<file path="src/shared/spc_regs.vh">
// register map, field positions and timing constants of the sleep controller
`ifndef SPC_REGS_VH
`define SPC_REGS_VH

`define SPC_AW          8
`define SPC_A_CTRL      8'h00
`define SPC_A_GATE      8'h04
`define SPC_A_STAT      8'h08

`define SPC_B_UNLOCK    2
`define SPC_B_MODE_LO   3
`define SPC_B_MODE_HI   4
`define SPC_B_PERMIT    5
`define SPC_B_OFF       7

`define SPC_MODE_IDLE   2'h0
`define SPC_MODE_NR     2'h1
`define SPC_MODE_PD     2'h2
`define SPC_MODE_RSV    2'h3

`define SPC_GATE_W      4
`define SPC_G_ADC       0

`define SPC_UNLOCK_WIN  3'h4
`define SPC_OFF_DELAY   3'h3
`define SPC_OFF_HOLD    3'h3
`define SPC_HALT_CYC    16'h0004

`define SPC_CLK_MHZ     25
`define SPC_T_OSC_NS    1000
`define SPC_T_RST_NS    64000
`define SPC_FUSE_OFF    2'h3

`define SPC_HTRANS_NSEQ 2'h2
`define SPC_PIN_W       6

`endif

</file>
<file path="src/core/spc_sleep_ctrl.v">
// sleep mode, clock gating and detector control with an AHB-Lite register port
//
// Register access over AHB-Lite and the register offsets were left to the implementer.
`include "spc_regs.vh"

// Contract
// - mode 00 enters idle, stops cpu and flash
// - any enabled interrupt wakes from idle
// - idle or noise mode starts enabled converter
// - mode 01 stops io, cpu, flash clocks
// - noise mode wakes on listed sources only
// - mode 10 stops oscillator and all clocks
// - power-down wakes on listed sources only
// - requested detector off at power-down entry
// - wake-up re-enables the detector
// - detector off means reset-length wake delay
// - detector-off bit: one off, resets zero
// - detector-off bit changes only via sequence
// - gated module: clock stops, access blocked
// - ungating restarts clock, state kept
// - module gating matters in active, idle
// - converter stays enabled; re-enable gives extended
// - power-down disables comparator unless internal ref
// - io and adc stopped disables input buffers
// - reference on while detector, comparator, converter need
// - sleep only when sleep permit set
// - unlock, then set within four; three-cycle timing
// - cpu halted four cycles after start-up
module spc_sleep_ctrl #(
  parameter [15:0]          OSC_CYC  = (`SPC_T_OSC_NS * `SPC_CLK_MHZ + 999) / 1000,
  parameter [15:0]          RST_CYC  = (`SPC_T_RST_NS * `SPC_CLK_MHZ + 999) / 1000,
  parameter [`SPC_PIN_W-1:0] WAKE_PINS = 6'h3F
) (
  input  wire                   ref_clk_i,       // system clock
  input  wire                   rst_n_i,         // sync reset, low
  input  wire                   clk_en_i,        // freezes all state when low
  input  wire                   hsel_i,          // ahb select
  input  wire [`SPC_AW-1:0]     haddr_i,         // ahb address
  input  wire [1:0]             htrans_i,        // ahb transfer type
  input  wire                   hwrite_i,        // ahb write
  input  wire [2:0]             hsize_i,         // ahb size
  input  wire [31:0]            hwdata_i,        // ahb write data
  input  wire                   hready_i,        // ahb ready in
  output reg  [31:0]            hrdata_o,        // ahb read data
  output reg                    hreadyout_o,     // ahb ready out
  output reg                    hresp_o,         // ahb response
  input  wire                   sleep_instr_i,   // sleep instruction pulse
  input  wire                   irq_any_i,       // any enabled interrupt
  input  wire                   adc_done_i,      // conversion complete irq
  input  wire                   nvm_ready_i,     // self-program/nvm ready irq
  input  wire                   ext0_level_i,    // level irq on external_irq_zero
  input  wire                   pin_change_i,    // pin change irq
  input  wire                   serial_start_i,  // universal_serial_unit start
  input  wire [1:0]             det_fuse_i,      // detector_level_fuse
  input  wire                   adc_en_i,        // converter enabled
  input  wire                   acmp_en_i,       // comparator enabled
  input  wire                   acmp_iref_i,     // comparator on internal ref
  output reg                    cpu_clk_en_o,    // cpu clock enable
  output reg                    flash_clk_en_o,  // flash clock enable
  output reg                    io_clk_en_o,     // io clock enable
  output reg                    adc_clk_en_o,    // adc clock enable
  output reg                    osc_en_o,        // main oscillator enable
  output reg  [`SPC_GATE_W-1:0] mod_clk_en_o,    // per-module clock enable
  output reg  [`SPC_GATE_W-1:0] mod_acc_en_o,    // per-module register access
  output reg                    adc_start_o,     // start conversion pulse
  output reg                    adc_ext_o,       // next conversion extended
  output reg                    det_en_o,        // brownout_detector enable
  output reg                    acmp_off_o,      // comparator forced off
  output reg                    vref_en_o,       // internal reference enable
  output reg  [`SPC_PIN_W-1:0]  pin_buf_en_o     // digital input buffer enables
);

  localparam [1:0] ST_RUN   = 2'h0;
  localparam [1:0] ST_SLEEP = 2'h1;
  localparam [1:0] ST_START = 2'h2;
  localparam [1:0] ST_HALT  = 2'h3;

  // wake decode per mode
  function spc_wake;
    input [1:0] mode;
    input       any;
    input       adc;
    input       nvm;
    input       ext0;
    input       pcint;
    input       ser;
    begin
      case (mode)
        `SPC_MODE_IDLE: spc_wake = any;
        `SPC_MODE_NR:   spc_wake = adc | nvm | ext0 | pcint;
        `SPC_MODE_PD:   spc_wake = ser | ext0 | pcint;
        default:        spc_wake = 1'b0;
      endcase
    end
  endfunction

  // async pins: two flops before use
  reg  [4:0] sync1_q;
  reg  [4:0] sync2_q;
  wire       ext0_s  = sync2_q[0];
  wire       pcint_s = sync2_q[1];
  wire       ser_s   = sync2_q[2];
  wire [1:0] fuse_s  = sync2_q[4:3];

  always @(posedge ref_clk_i) begin
    if (!rst_n_i) begin
      sync1_q <= 5'h00;
      sync2_q <= 5'h00;
    end else if (clk_en_i) begin
      sync1_q <= {det_fuse_i, serial_start_i, pin_change_i, ext0_level_i};
      sync2_q <= sync1_q;
    end
  end

  // bus: address phase capture, data phase apply
  reg               wr_q;
  reg [`SPC_AW-1:0] addr_q;
  wire              take = hsel_i & htrans_i[1] & hready_i;

  // control registers
  reg                   permit_q;
  reg [1:0]             sel_q;
  reg [`SPC_GATE_W-1:0] gate_q;
  reg [2:0]             unlock_cnt_q;
  reg [2:0]             pend_cnt_q;
  reg [2:0]             act_cnt_q;
  reg                   off_q;

  wire       ctrl_wr  = wr_q & (addr_q == `SPC_A_CTRL);
  wire       gate_wr  = wr_q & (addr_q == `SPC_A_GATE);
  wire       w_off    = hwdata_i[`SPC_B_OFF];
  wire       w_unlock = hwdata_i[`SPC_B_UNLOCK];
  wire       seq_arm  = ctrl_wr & w_off & w_unlock;
  wire       seq_set  = ctrl_wr & w_off & ~w_unlock & (unlock_cnt_q != 3'h0);

  // sleep state
  reg [1:0]  st_q;
  reg [1:0]  mode_q;
  reg [15:0] cnt_q;
  reg        det_slept_q;
  reg        adc_en_q;

  wire sleep_go = (st_q == ST_RUN) & sleep_instr_i & permit_q & (sel_q != `SPC_MODE_RSV);
  wire wake     = (st_q == ST_SLEEP) &
                  spc_wake(mode_q, irq_any_i, adc_done_i, nvm_ready_i, ext0_s, pcint_s, ser_s);

  always @(posedge ref_clk_i) begin
    if (!rst_n_i) begin
      wr_q         <= 1'b0;
      addr_q       <= {`SPC_AW{1'b0}};
      permit_q     <= 1'b0;
      sel_q        <= `SPC_MODE_IDLE;
      gate_q       <= {`SPC_GATE_W{1'b0}};
      unlock_cnt_q <= 3'h0;
      pend_cnt_q   <= 3'h0;
      act_cnt_q    <= 3'h0;
      off_q        <= 1'b0;
    end else if (clk_en_i) begin
      wr_q   <= take & hwrite_i;
      addr_q <= haddr_i;
      if (ctrl_wr) begin
        permit_q <= hwdata_i[`SPC_B_PERMIT];
        sel_q    <= hwdata_i[`SPC_B_MODE_HI:`SPC_B_MODE_LO];
      end
      if (gate_wr)
        gate_q <= hwdata_i[`SPC_GATE_W-1:0];
      // off bit itself is never written directly
      if (seq_arm)
        unlock_cnt_q <= `SPC_UNLOCK_WIN;
      else if (seq_set)
        unlock_cnt_q <= 3'h0;
      else if (unlock_cnt_q != 3'h0)
        unlock_cnt_q <= unlock_cnt_q - 3'h1;
      if (seq_set)
        pend_cnt_q <= `SPC_OFF_DELAY;
      else if (pend_cnt_q != 3'h0)
        pend_cnt_q <= pend_cnt_q - 3'h1;
      if (pend_cnt_q == 3'h1) begin
        off_q     <= 1'b1;
        act_cnt_q <= `SPC_OFF_HOLD;
      end else if (act_cnt_q != 3'h0) begin
        act_cnt_q <= act_cnt_q - 3'h1;
        if (act_cnt_q == 3'h1)
          off_q <= 1'b0;
      end
    end
  end

  // sleep sequencing
  always @(posedge ref_clk_i) begin
    if (!rst_n_i) begin
      st_q        <= ST_RUN;
      mode_q      <= `SPC_MODE_IDLE;
      cnt_q       <= 16'h0000;
      det_slept_q <= 1'b0;
    end else if (clk_en_i) begin
      case (st_q)
        ST_RUN: begin
          if (sleep_go) begin
            st_q        <= ST_SLEEP;
            mode_q      <= sel_q;
            det_slept_q <= (sel_q == `SPC_MODE_PD) & off_q;
          end
        end
        ST_SLEEP: begin
          if (wake) begin
            det_slept_q <= 1'b0;
            if (mode_q == `SPC_MODE_PD) begin
              st_q  <= ST_START;
              cnt_q <= det_slept_q ? RST_CYC : OSC_CYC;
            end else begin
              st_q  <= ST_HALT;
              cnt_q <= `SPC_HALT_CYC;
            end
          end
        end
        ST_START: begin
          if (cnt_q <= 16'h0001) begin
            st_q  <= ST_HALT;
            cnt_q <= `SPC_HALT_CYC;
          end else
            cnt_q <= cnt_q - 16'h0001;
        end
        ST_HALT: begin
          if (cnt_q <= 16'h0001)
            st_q <= ST_RUN;
          else
            cnt_q <= cnt_q - 16'h0001;
        end
        default: st_q <= ST_RUN;
      endcase
    end
  end

  // clock domains derived from state and captured mode
  wire in_sleep = (st_q == ST_SLEEP);
  wire deep     = (mode_q == `SPC_MODE_PD) & (in_sleep | (st_q == ST_START));
  wire io_on    = ~deep & ~(in_sleep & (mode_q == `SPC_MODE_NR));
  wire adc_on   = ~deep;
  wire det_fuse = (fuse_s != `SPC_FUSE_OFF);
  wire det_on   = det_fuse & ~det_slept_q;
  wire acmp_dis = in_sleep & (mode_q == `SPC_MODE_PD) & ~acmp_iref_i;
  wire acmp_ref = acmp_en_i & acmp_iref_i & ~acmp_dis;
  wire buf_off  = ~io_on & ~adc_on;

  wire [`SPC_GATE_W-1:0] dom_on;
  assign dom_on = {{(`SPC_GATE_W-1){io_on}}, adc_on};

  wire [31:0] stat = {24'h000000, ~buf_off, vref_en_o, det_en_o, mode_q, in_sleep, st_q};

  always @(posedge ref_clk_i) begin
    if (!rst_n_i) begin
      hrdata_o       <= 32'h00000000;
      hreadyout_o    <= 1'b1;
      hresp_o        <= 1'b0;
      cpu_clk_en_o   <= 1'b1;
      flash_clk_en_o <= 1'b1;
      io_clk_en_o    <= 1'b1;
      adc_clk_en_o   <= 1'b1;
      osc_en_o       <= 1'b1;
      mod_clk_en_o   <= {`SPC_GATE_W{1'b1}};
      mod_acc_en_o   <= {`SPC_GATE_W{1'b1}};
      adc_start_o    <= 1'b0;
      adc_ext_o      <= 1'b1;
      adc_en_q       <= 1'b0;
      det_en_o       <= 1'b0;
      acmp_off_o     <= 1'b0;
      vref_en_o      <= 1'b0;
      pin_buf_en_o   <= {`SPC_PIN_W{1'b1}};
    end else if (clk_en_i) begin
      // zero wait state; unmapped reads as zero, writes dropped
      hrdata_o <= 32'h00000000;
      if (take & ~hwrite_i) begin
        case (haddr_i)
          `SPC_A_CTRL: hrdata_o <= {24'h000000, off_q, 1'b0, permit_q, sel_q,
                                    (unlock_cnt_q != 3'h0), 2'h0};
          `SPC_A_GATE: hrdata_o <= {{(32-`SPC_GATE_W){1'b0}}, gate_q};
          `SPC_A_STAT: hrdata_o <= stat;
          default:     hrdata_o <= 32'h00000000;
        endcase
      end
      hreadyout_o    <= 1'b1;
      hresp_o        <= 1'b0;
      cpu_clk_en_o   <= (st_q == ST_RUN);
      flash_clk_en_o <= (st_q == ST_RUN);
      io_clk_en_o    <= io_on;
      adc_clk_en_o   <= adc_on;
      osc_en_o       <= ~(in_sleep & (mode_q == `SPC_MODE_PD));
      mod_clk_en_o   <= dom_on & ~gate_q;
      mod_acc_en_o   <= ~gate_q;
      // converter enable is never touched here; only conversions are started
      adc_start_o    <= sleep_go & adc_en_i & (sel_q != `SPC_MODE_PD);
      adc_en_q       <= adc_en_i;
      if (adc_en_q & ~adc_en_i)
        adc_ext_o <= 1'b1;
      else if (adc_done_i)
        adc_ext_o <= 1'b0;
      det_en_o       <= det_on;
      acmp_off_o     <= acmp_dis;
      vref_en_o      <= det_on | acmp_ref | adc_en_i;
      pin_buf_en_o   <= buf_off ? WAKE_PINS : {`SPC_PIN_W{1'b1}};
    end
  end

endmodule

</file>
<file path="config.mk">
export PLATFORM = sky130hd
export DESIGN_NAME = spc_sleep_ctrl
export DESIGN_NICKNAME = d
export VERILOG_FILES = /design/src/core/spc_sleep_ctrl.v
export VERILOG_INCLUDE_DIRS = /design/src /design/src/shared
export SDC_FILE = /design/constraint.sdc
export NUM_CORES = 1
export LEC_CHECK = 0
export BUFFER_PORTS_ARGS = -buffer_cell sky130_fd_sc_hd__buf_2
export CAP_MARGIN = 5
export CORE_ASPECT_RATIO = 2
export CORE_MARGIN = 3
export CORE_UTILIZATION = 47
export CTS_CLUSTER_SIZE = 30
export DETAILED_ROUTE_END_ITERATION = 10
export PLACE_DENSITY = 0.85
export SLEW_MARGIN = 15
export SYNTH_ARGS = -nofsm -noshare
export SYNTH_HDL_FRONTEND = slang
export SYNTH_SLANG_ARGS = --single-unit
</file>
<file path="constraint.sdc">
create_clock -name ref_clk_i -period 2.4 [get_ports ref_clk_i]
set_input_delay 0.48 -clock ref_clk_i [delete_from_list [all_inputs] [get_ports ref_clk_i]]
set_output_delay 0.48 -clock ref_clk_i [all_outputs]
set_load 0.005 [all_outputs]
</file>
Word level (Yosys, flattened, before mapping)
Cells that the tools add are included.
- $add $sub $neg: 4
- $lt $le $gt $ge: 1
- equality and inequality tests: 19
- multiplexer cells: 30
- bitwise logic cells: 48
- reductions and logical operators: 25
- operator list (operator ; number):
    $mux 16 ; 3
    $pmux 16 s3 ; 1
    $and 1x1->1 ; 27
    $pmux 8 s3 ; 1
    $mux 11 ; 2
    $mux 3 ; 7
    $eq 8x3->1 const B ; 2
    $le 16x1->1 const B ; 1
    $logic_not 8->1 ; 2
    $ne 2x2->1 const B ; 8
    $sub 16x1->16 const B ; 1
    $reduce_bool 3->1 ; 5
    $reduce_and 2->1 ; 6
    $not 1->1 ; 11
    $reduce_bool 2->1 ; 5
    $sub 3x1->3 const B ; 3
    $eq 2x2->1 const B ; 4
    $eq 8x4->1 const B ; 1
    $mux 1 ; 8
    $mux 2 ; 4
    $mux 8 ; 1
    $or 1x1->1 ; 8
    $pmux 2 s4 ; 1
    $reduce_and 4->1 ; 2
    9 further kinds ; 13
- register bits after elaboration: 107
- input port bits: 63

Logic depth before layout (Yosys ltp)
- depth after elaboration: 10
- gate-level depth with buffers: 10
- depth with buffers taken out: 8

Least setup slack after synthesis
OpenSTA, ideal clock, no wires.
- path type: register -> register
- from: register cnt_q[11]
- to: register cnt_q[2]
- setup time: 0.119 ns
- arrival: 2.218 ns
- path slack: 0.064 ns
- cell stages (with the launch flop): 7
- clock period less this slack: 2.336 ns
- cell sequence: dfxtp_1 -> or4_4 -> or4_4 -> nor4_4 -> buf_6 -> nor3_1 -> o221a_2
- cells in the longest elaborated chain, start to end: 3
- elaborated cells between the ends (all ways): 5
- those cells by class: 1 x order compare; 1 x eq/ne; 2 x mux; 1 x reduce/logical
- RTL lines (item ; RTL line ; text):
    start: declaration ; spc_sleep_ctrl.v:139 ; reg [15:0] cnt_q;
    start signal: assignment ; spc_sleep_ctrl.v:210 ; cnt_q <= det_slept_q ? RST_CYC : OSC_CYC;
    start signal: assignment ; spc_sleep_ctrl.v:213 ; cnt_q <= `SPC_HALT_CYC;
    start signal: assignment ; spc_sleep_ctrl.v:220 ; cnt_q <= `SPC_HALT_CYC;
    $le 16x1->1 * ; spc_sleep_ctrl.v:218, spc_sleep_ctrl.v:225 ;
    $mux 16 / $ne 2x2->1 (equally long branches) ; - ;
    $pmux 16 s3 / $reduce_and 4->1 (equally long branches) ; - ;
Mark *: on every way between the ends. The rest lies on a longest branch, timed or not.
A chain may end at the register's enable or synchronous reset.

Worst setup path after layout
- from: register cnt_q[5]
- to: register cnt_q[15]
- cells in the longest elaborated chain, start to end: 3
- elaborated cells between the ends (all ways): 7
- those cells by class: 1 x add/sub; 1 x order compare; 1 x eq/ne; 3 x mux; 1 x reduce/logical
- RTL lines (item ; RTL line ; text):
    $sub 16x1->16 / $le 16x1->1 (equally long branches) ; - ;
    $mux 16 (tied with other cells) ; spc_sleep_ctrl.v:225 ; if (cnt_q <= 16'h0001)
    $pmux 16 s3 / $reduce_and 4->1 (equally long branches) ; - ;
Parallel ways exist; a longest one is shown, timed or not. The select of a mux whose other input is x is not followed.

==> results by group <==
Outcome
  – Status: finished clean

Drt
  – Antenna Nets Post-Route: 0
  – Routed wire length: roughly 11000 um
  – Initial DRC Count: 164
  – Routed len/inst: 16.1 um
  – Vias: 3848
  – Vias/cell: 5.73
  – DRC viols: 0
  – Drt first pass iters: 4

CTS
  – CTS buffer count: 9
  – Clock Pin Slew Worst Setup and Hold Paths: 0.06 ns
  – Clock buffer depth: 2
  – Clk sink count: 83
  – Skew-Pair Late Insertion Delay: 0.34 ns
  – Root buffer cell: clkbuf_16
  – CTS H-tree lvls: 3
  – CTS tree: done
  – Setup bufs post-CTS: 0

Synthesis
  – Cell taking the most area after synthesis: dfxtp_1
  – Register area share after synthesis: approximately two fifths
  – Synth Flop Type: dfxtp_1
  – Mapped cell area: between 4000 and 5000 um2
  – Netlist cell types: 69
  – YS warnings: 0
  – Synth area leaders: dfxtp_1 (38%), mux2i_1 (7.1%), buf_4 (5.9%), nor2_1 (5.6%), ha_1 (5.5%)
  – Flops & latches, synth: 83
  – Syn Area/Cell: just under 9 um2
  – Synth async-reset ratio: 0%
  – Top cell type's share of synthesized area: 38.2%
  – Gate Count Post-Synth: 502
  – EDFF count, synth: 0

Floorplan
  – IO Count: 121
  – FP Rows: just under 50
  – Die area: between 10000 and 15000 um2
  – CORE AREA: 9010 um2
  – Die X-Extent: 74.0 um
  – Initial Util: about half
  – Die Y: 142 um

Setup path
  – Critical-path top delay cell: or4_2
  – Crit path cell chain: or3_4 -> or2_4 -> or4_2 -> or4_1 -> a21oi_1
  – Worst setup SP type: flop
  – R2R cell count: 5
  – Setup CP Type: reg -> reg
  – Worst path required time: 2.67 ns
  – Crit path max fanout: 6
  – Setup crit end kind: flop
  – Crit path DAT: 2.58 ns
  – CP peak stage delay: approximately 0.64 ns

Timing
  – Worst-margin pin slew: about 0.59 ns
  – Period utilization: between 90% and 100%
  – Relative slew margins: about three fifths
  – Final Hold Fails: 0
  – Final Skew: between 0.007 and 0.008 ns
  – Fin Setup TNS: 0 ns
  – RSZ-0062 raised after global routing: no
  – Worst setup margin: ~0.09 ns
  – Final setup fails: 0
  – Fmax: 433 MHz
  – Max-slew violations: 0
  – Tmin final: ~2.3 ns

GRT
  – Initial antenna violation count: 0
  – Vias in the first global route: approximately 3800
  – First-pass GRT wire length: around 18000 um
  – Largest net degree at the start of global routing: 46
  – GRT Overall Usage: ~22%
  – GR Overflow Total: 0

Placement
  – Placement Setup Slack: -0.0122 ns
  – DP HPWL: roughly 8300 um
  – Post-DP Area: ~4700 um2
  – Port bufs: slightly below 60
  – Routability cong.: approximately 0.84

Power
  – Lkg Pwr: around 0.0021 uW
  – Worst IR Drop VDD: around 560 uV
  – Pwr dens: 675 nW/um2

Finish
  – Ant diodes: 0
  – Nets@finish: around 650
  – Cell area after layout: between 4000 and 5000 um2
  – Layout cells sized above 1: between 20% and 30%
  – P&R area growth vs syn: 14.0%

Min path
  – Hold-critical path depth: 3
  – Hold WC Path Type: in -> reg

Job
  – Total of max-cap violations: 0
cells in the mapped netlist, types with 5 or more instances:
library cell	number
dfxtp_1	83
nor2_1	65
nand2_1	36
buf_4	34
a21oi_1	31
mux2i_1	31
o21ai_0	20
ha_1	19
inv_1	19
clkbuf_1	18
nor3_1	13
a22oi_1	9
or3_1	9
a211oi_1	8
or4_2	7
nand3_1	6
nor2b_1	6
o31ai_1	6
nor4_1	5
cell families (layout without fill, tap and decap cells):
kind of cell,Yosys count,in the layout,share of synthesized area [%]
flip-flops,83,83,38.2
AND/OR/NAND/NOR,176,176,20.7
multiplexers,33,33,7.66
adder cells (fa/ha/maj),19,19,5.47
AO/OA/AOI/OAI,110,110,17.1
buffers and inverters,79,117,10.7
other,2,32,0.173
registers in the layout, summed over array words and instances, names as in the netlist, 2 cells and up:
name	cells
sel_q	2
pend_cnt_q	3
mod_clk_en_o	4
hrdata_o	8
act_cnt_q	3
unlock_cnt_q	3
addr_q	8
mod_acc_en_o	4
cnt_q	16
sync2_q	5
st_q	2
sync1_q	5
mode_q	2
gate_q	4
per-stage QoR:
stage / std cells / hold WS [ns] / util [%] / power (uW)
after floorplan: 532 / 0.446 / - / 1990
after global placement: 656 / 0.451 / 51.8 / 2060
after detailed placement: 656 / 0.453 / 51.8 / 2110
after CTS: 672 / 0.366 / 54.8 / 3350
after global routing: 672 / 0.397 / 54.9 / 3500
final: 672 / 0.370 / 54.9 / 3340
worst max-delay path, delay by kind of cell, from the launching register on:
family	cells	cell delay (ns)
and+or+nand+nor	4	1.74
DFF	1	0.34
AOI/OAI and AO/OA	1	0.16
path summary, 6_finish.rpt:
kind	from	to	slack (ns)
max	cnt_q[5]	cnt_q[15]	0.09
min reg2reg	hrdata_o[7]	hrdata_o[7]	0.47
min	hwdata_i[1]	gate_q[1]	0.37
max reg2reg	cnt_q[5]	cnt_q[15]	0.09
metal layers:
layer | track usage (%) | up-vias | share of wire, %
li1 | - | 1862 | -
met1 | 23.1 | 1815 | 37
met2 | 36.4 | 130 | 53
met4 | 16.0 | 0 | 5.7
met3 | 4.17 | 41 | 4.7
met5 | 0 | - | 0
placed cells by master (no fill, tap or decap), types with 3 or more instances in the layout:
master,synthesis,final
dfxtp_1,83,82
nor2_1,65,65
buf_2,1,59
nand2_1,36,36
conb_1,2,32
a21oi_1,31,31
mux2i_1,31,31
o21ai_0,20,20
buf_4,34,20
inv_1,19,19
ha_1,19,19
nor3_1,13,12
a22oi_1,9,9
clkbuf_16,0,9
a211oi_1,8,8
or4_2,7,7
or3_1,9,7
nor2b_1,6,6
nand3_1,6,6
o31ai_1,6,6
nor4_1,5,5
nand4_1,4,4
nand4b_1,4,4
and2_1,3,3
o21a_1,3,3
nand2b_1,3,3
o211ai_1,3,3
a31oi_1,3,3
o32ai_1,3,3
clkinv_2,0,3
final cells by class:
| cell class | instances | area [um2] |
|---|---|---|
| clock buffers | 11 | 233 |
| clock inverters | 5 | 30.0 |
| fillers | 818 | 4060 |
| inverters | 20 | 75.1 |
| multi-input cells | 370 | 2350 |
| flip-flops and latches | 83 | 1660 |
| well taps | 102 | 128 |
| repair buffers | 81 | 477 |
report_power, final:
part,internal (uW),switching [uW]
registers,1460,58.6
logic,237,337
clock network,695,550
repair_timing:
action,in CTS,in global routing
pin swaps,0,2
hold buffers,0,0
endpoints found under the setup margin,2,14
gates resized for setup,1,4
Note: power is estimated with default switching activity, not from simulation.
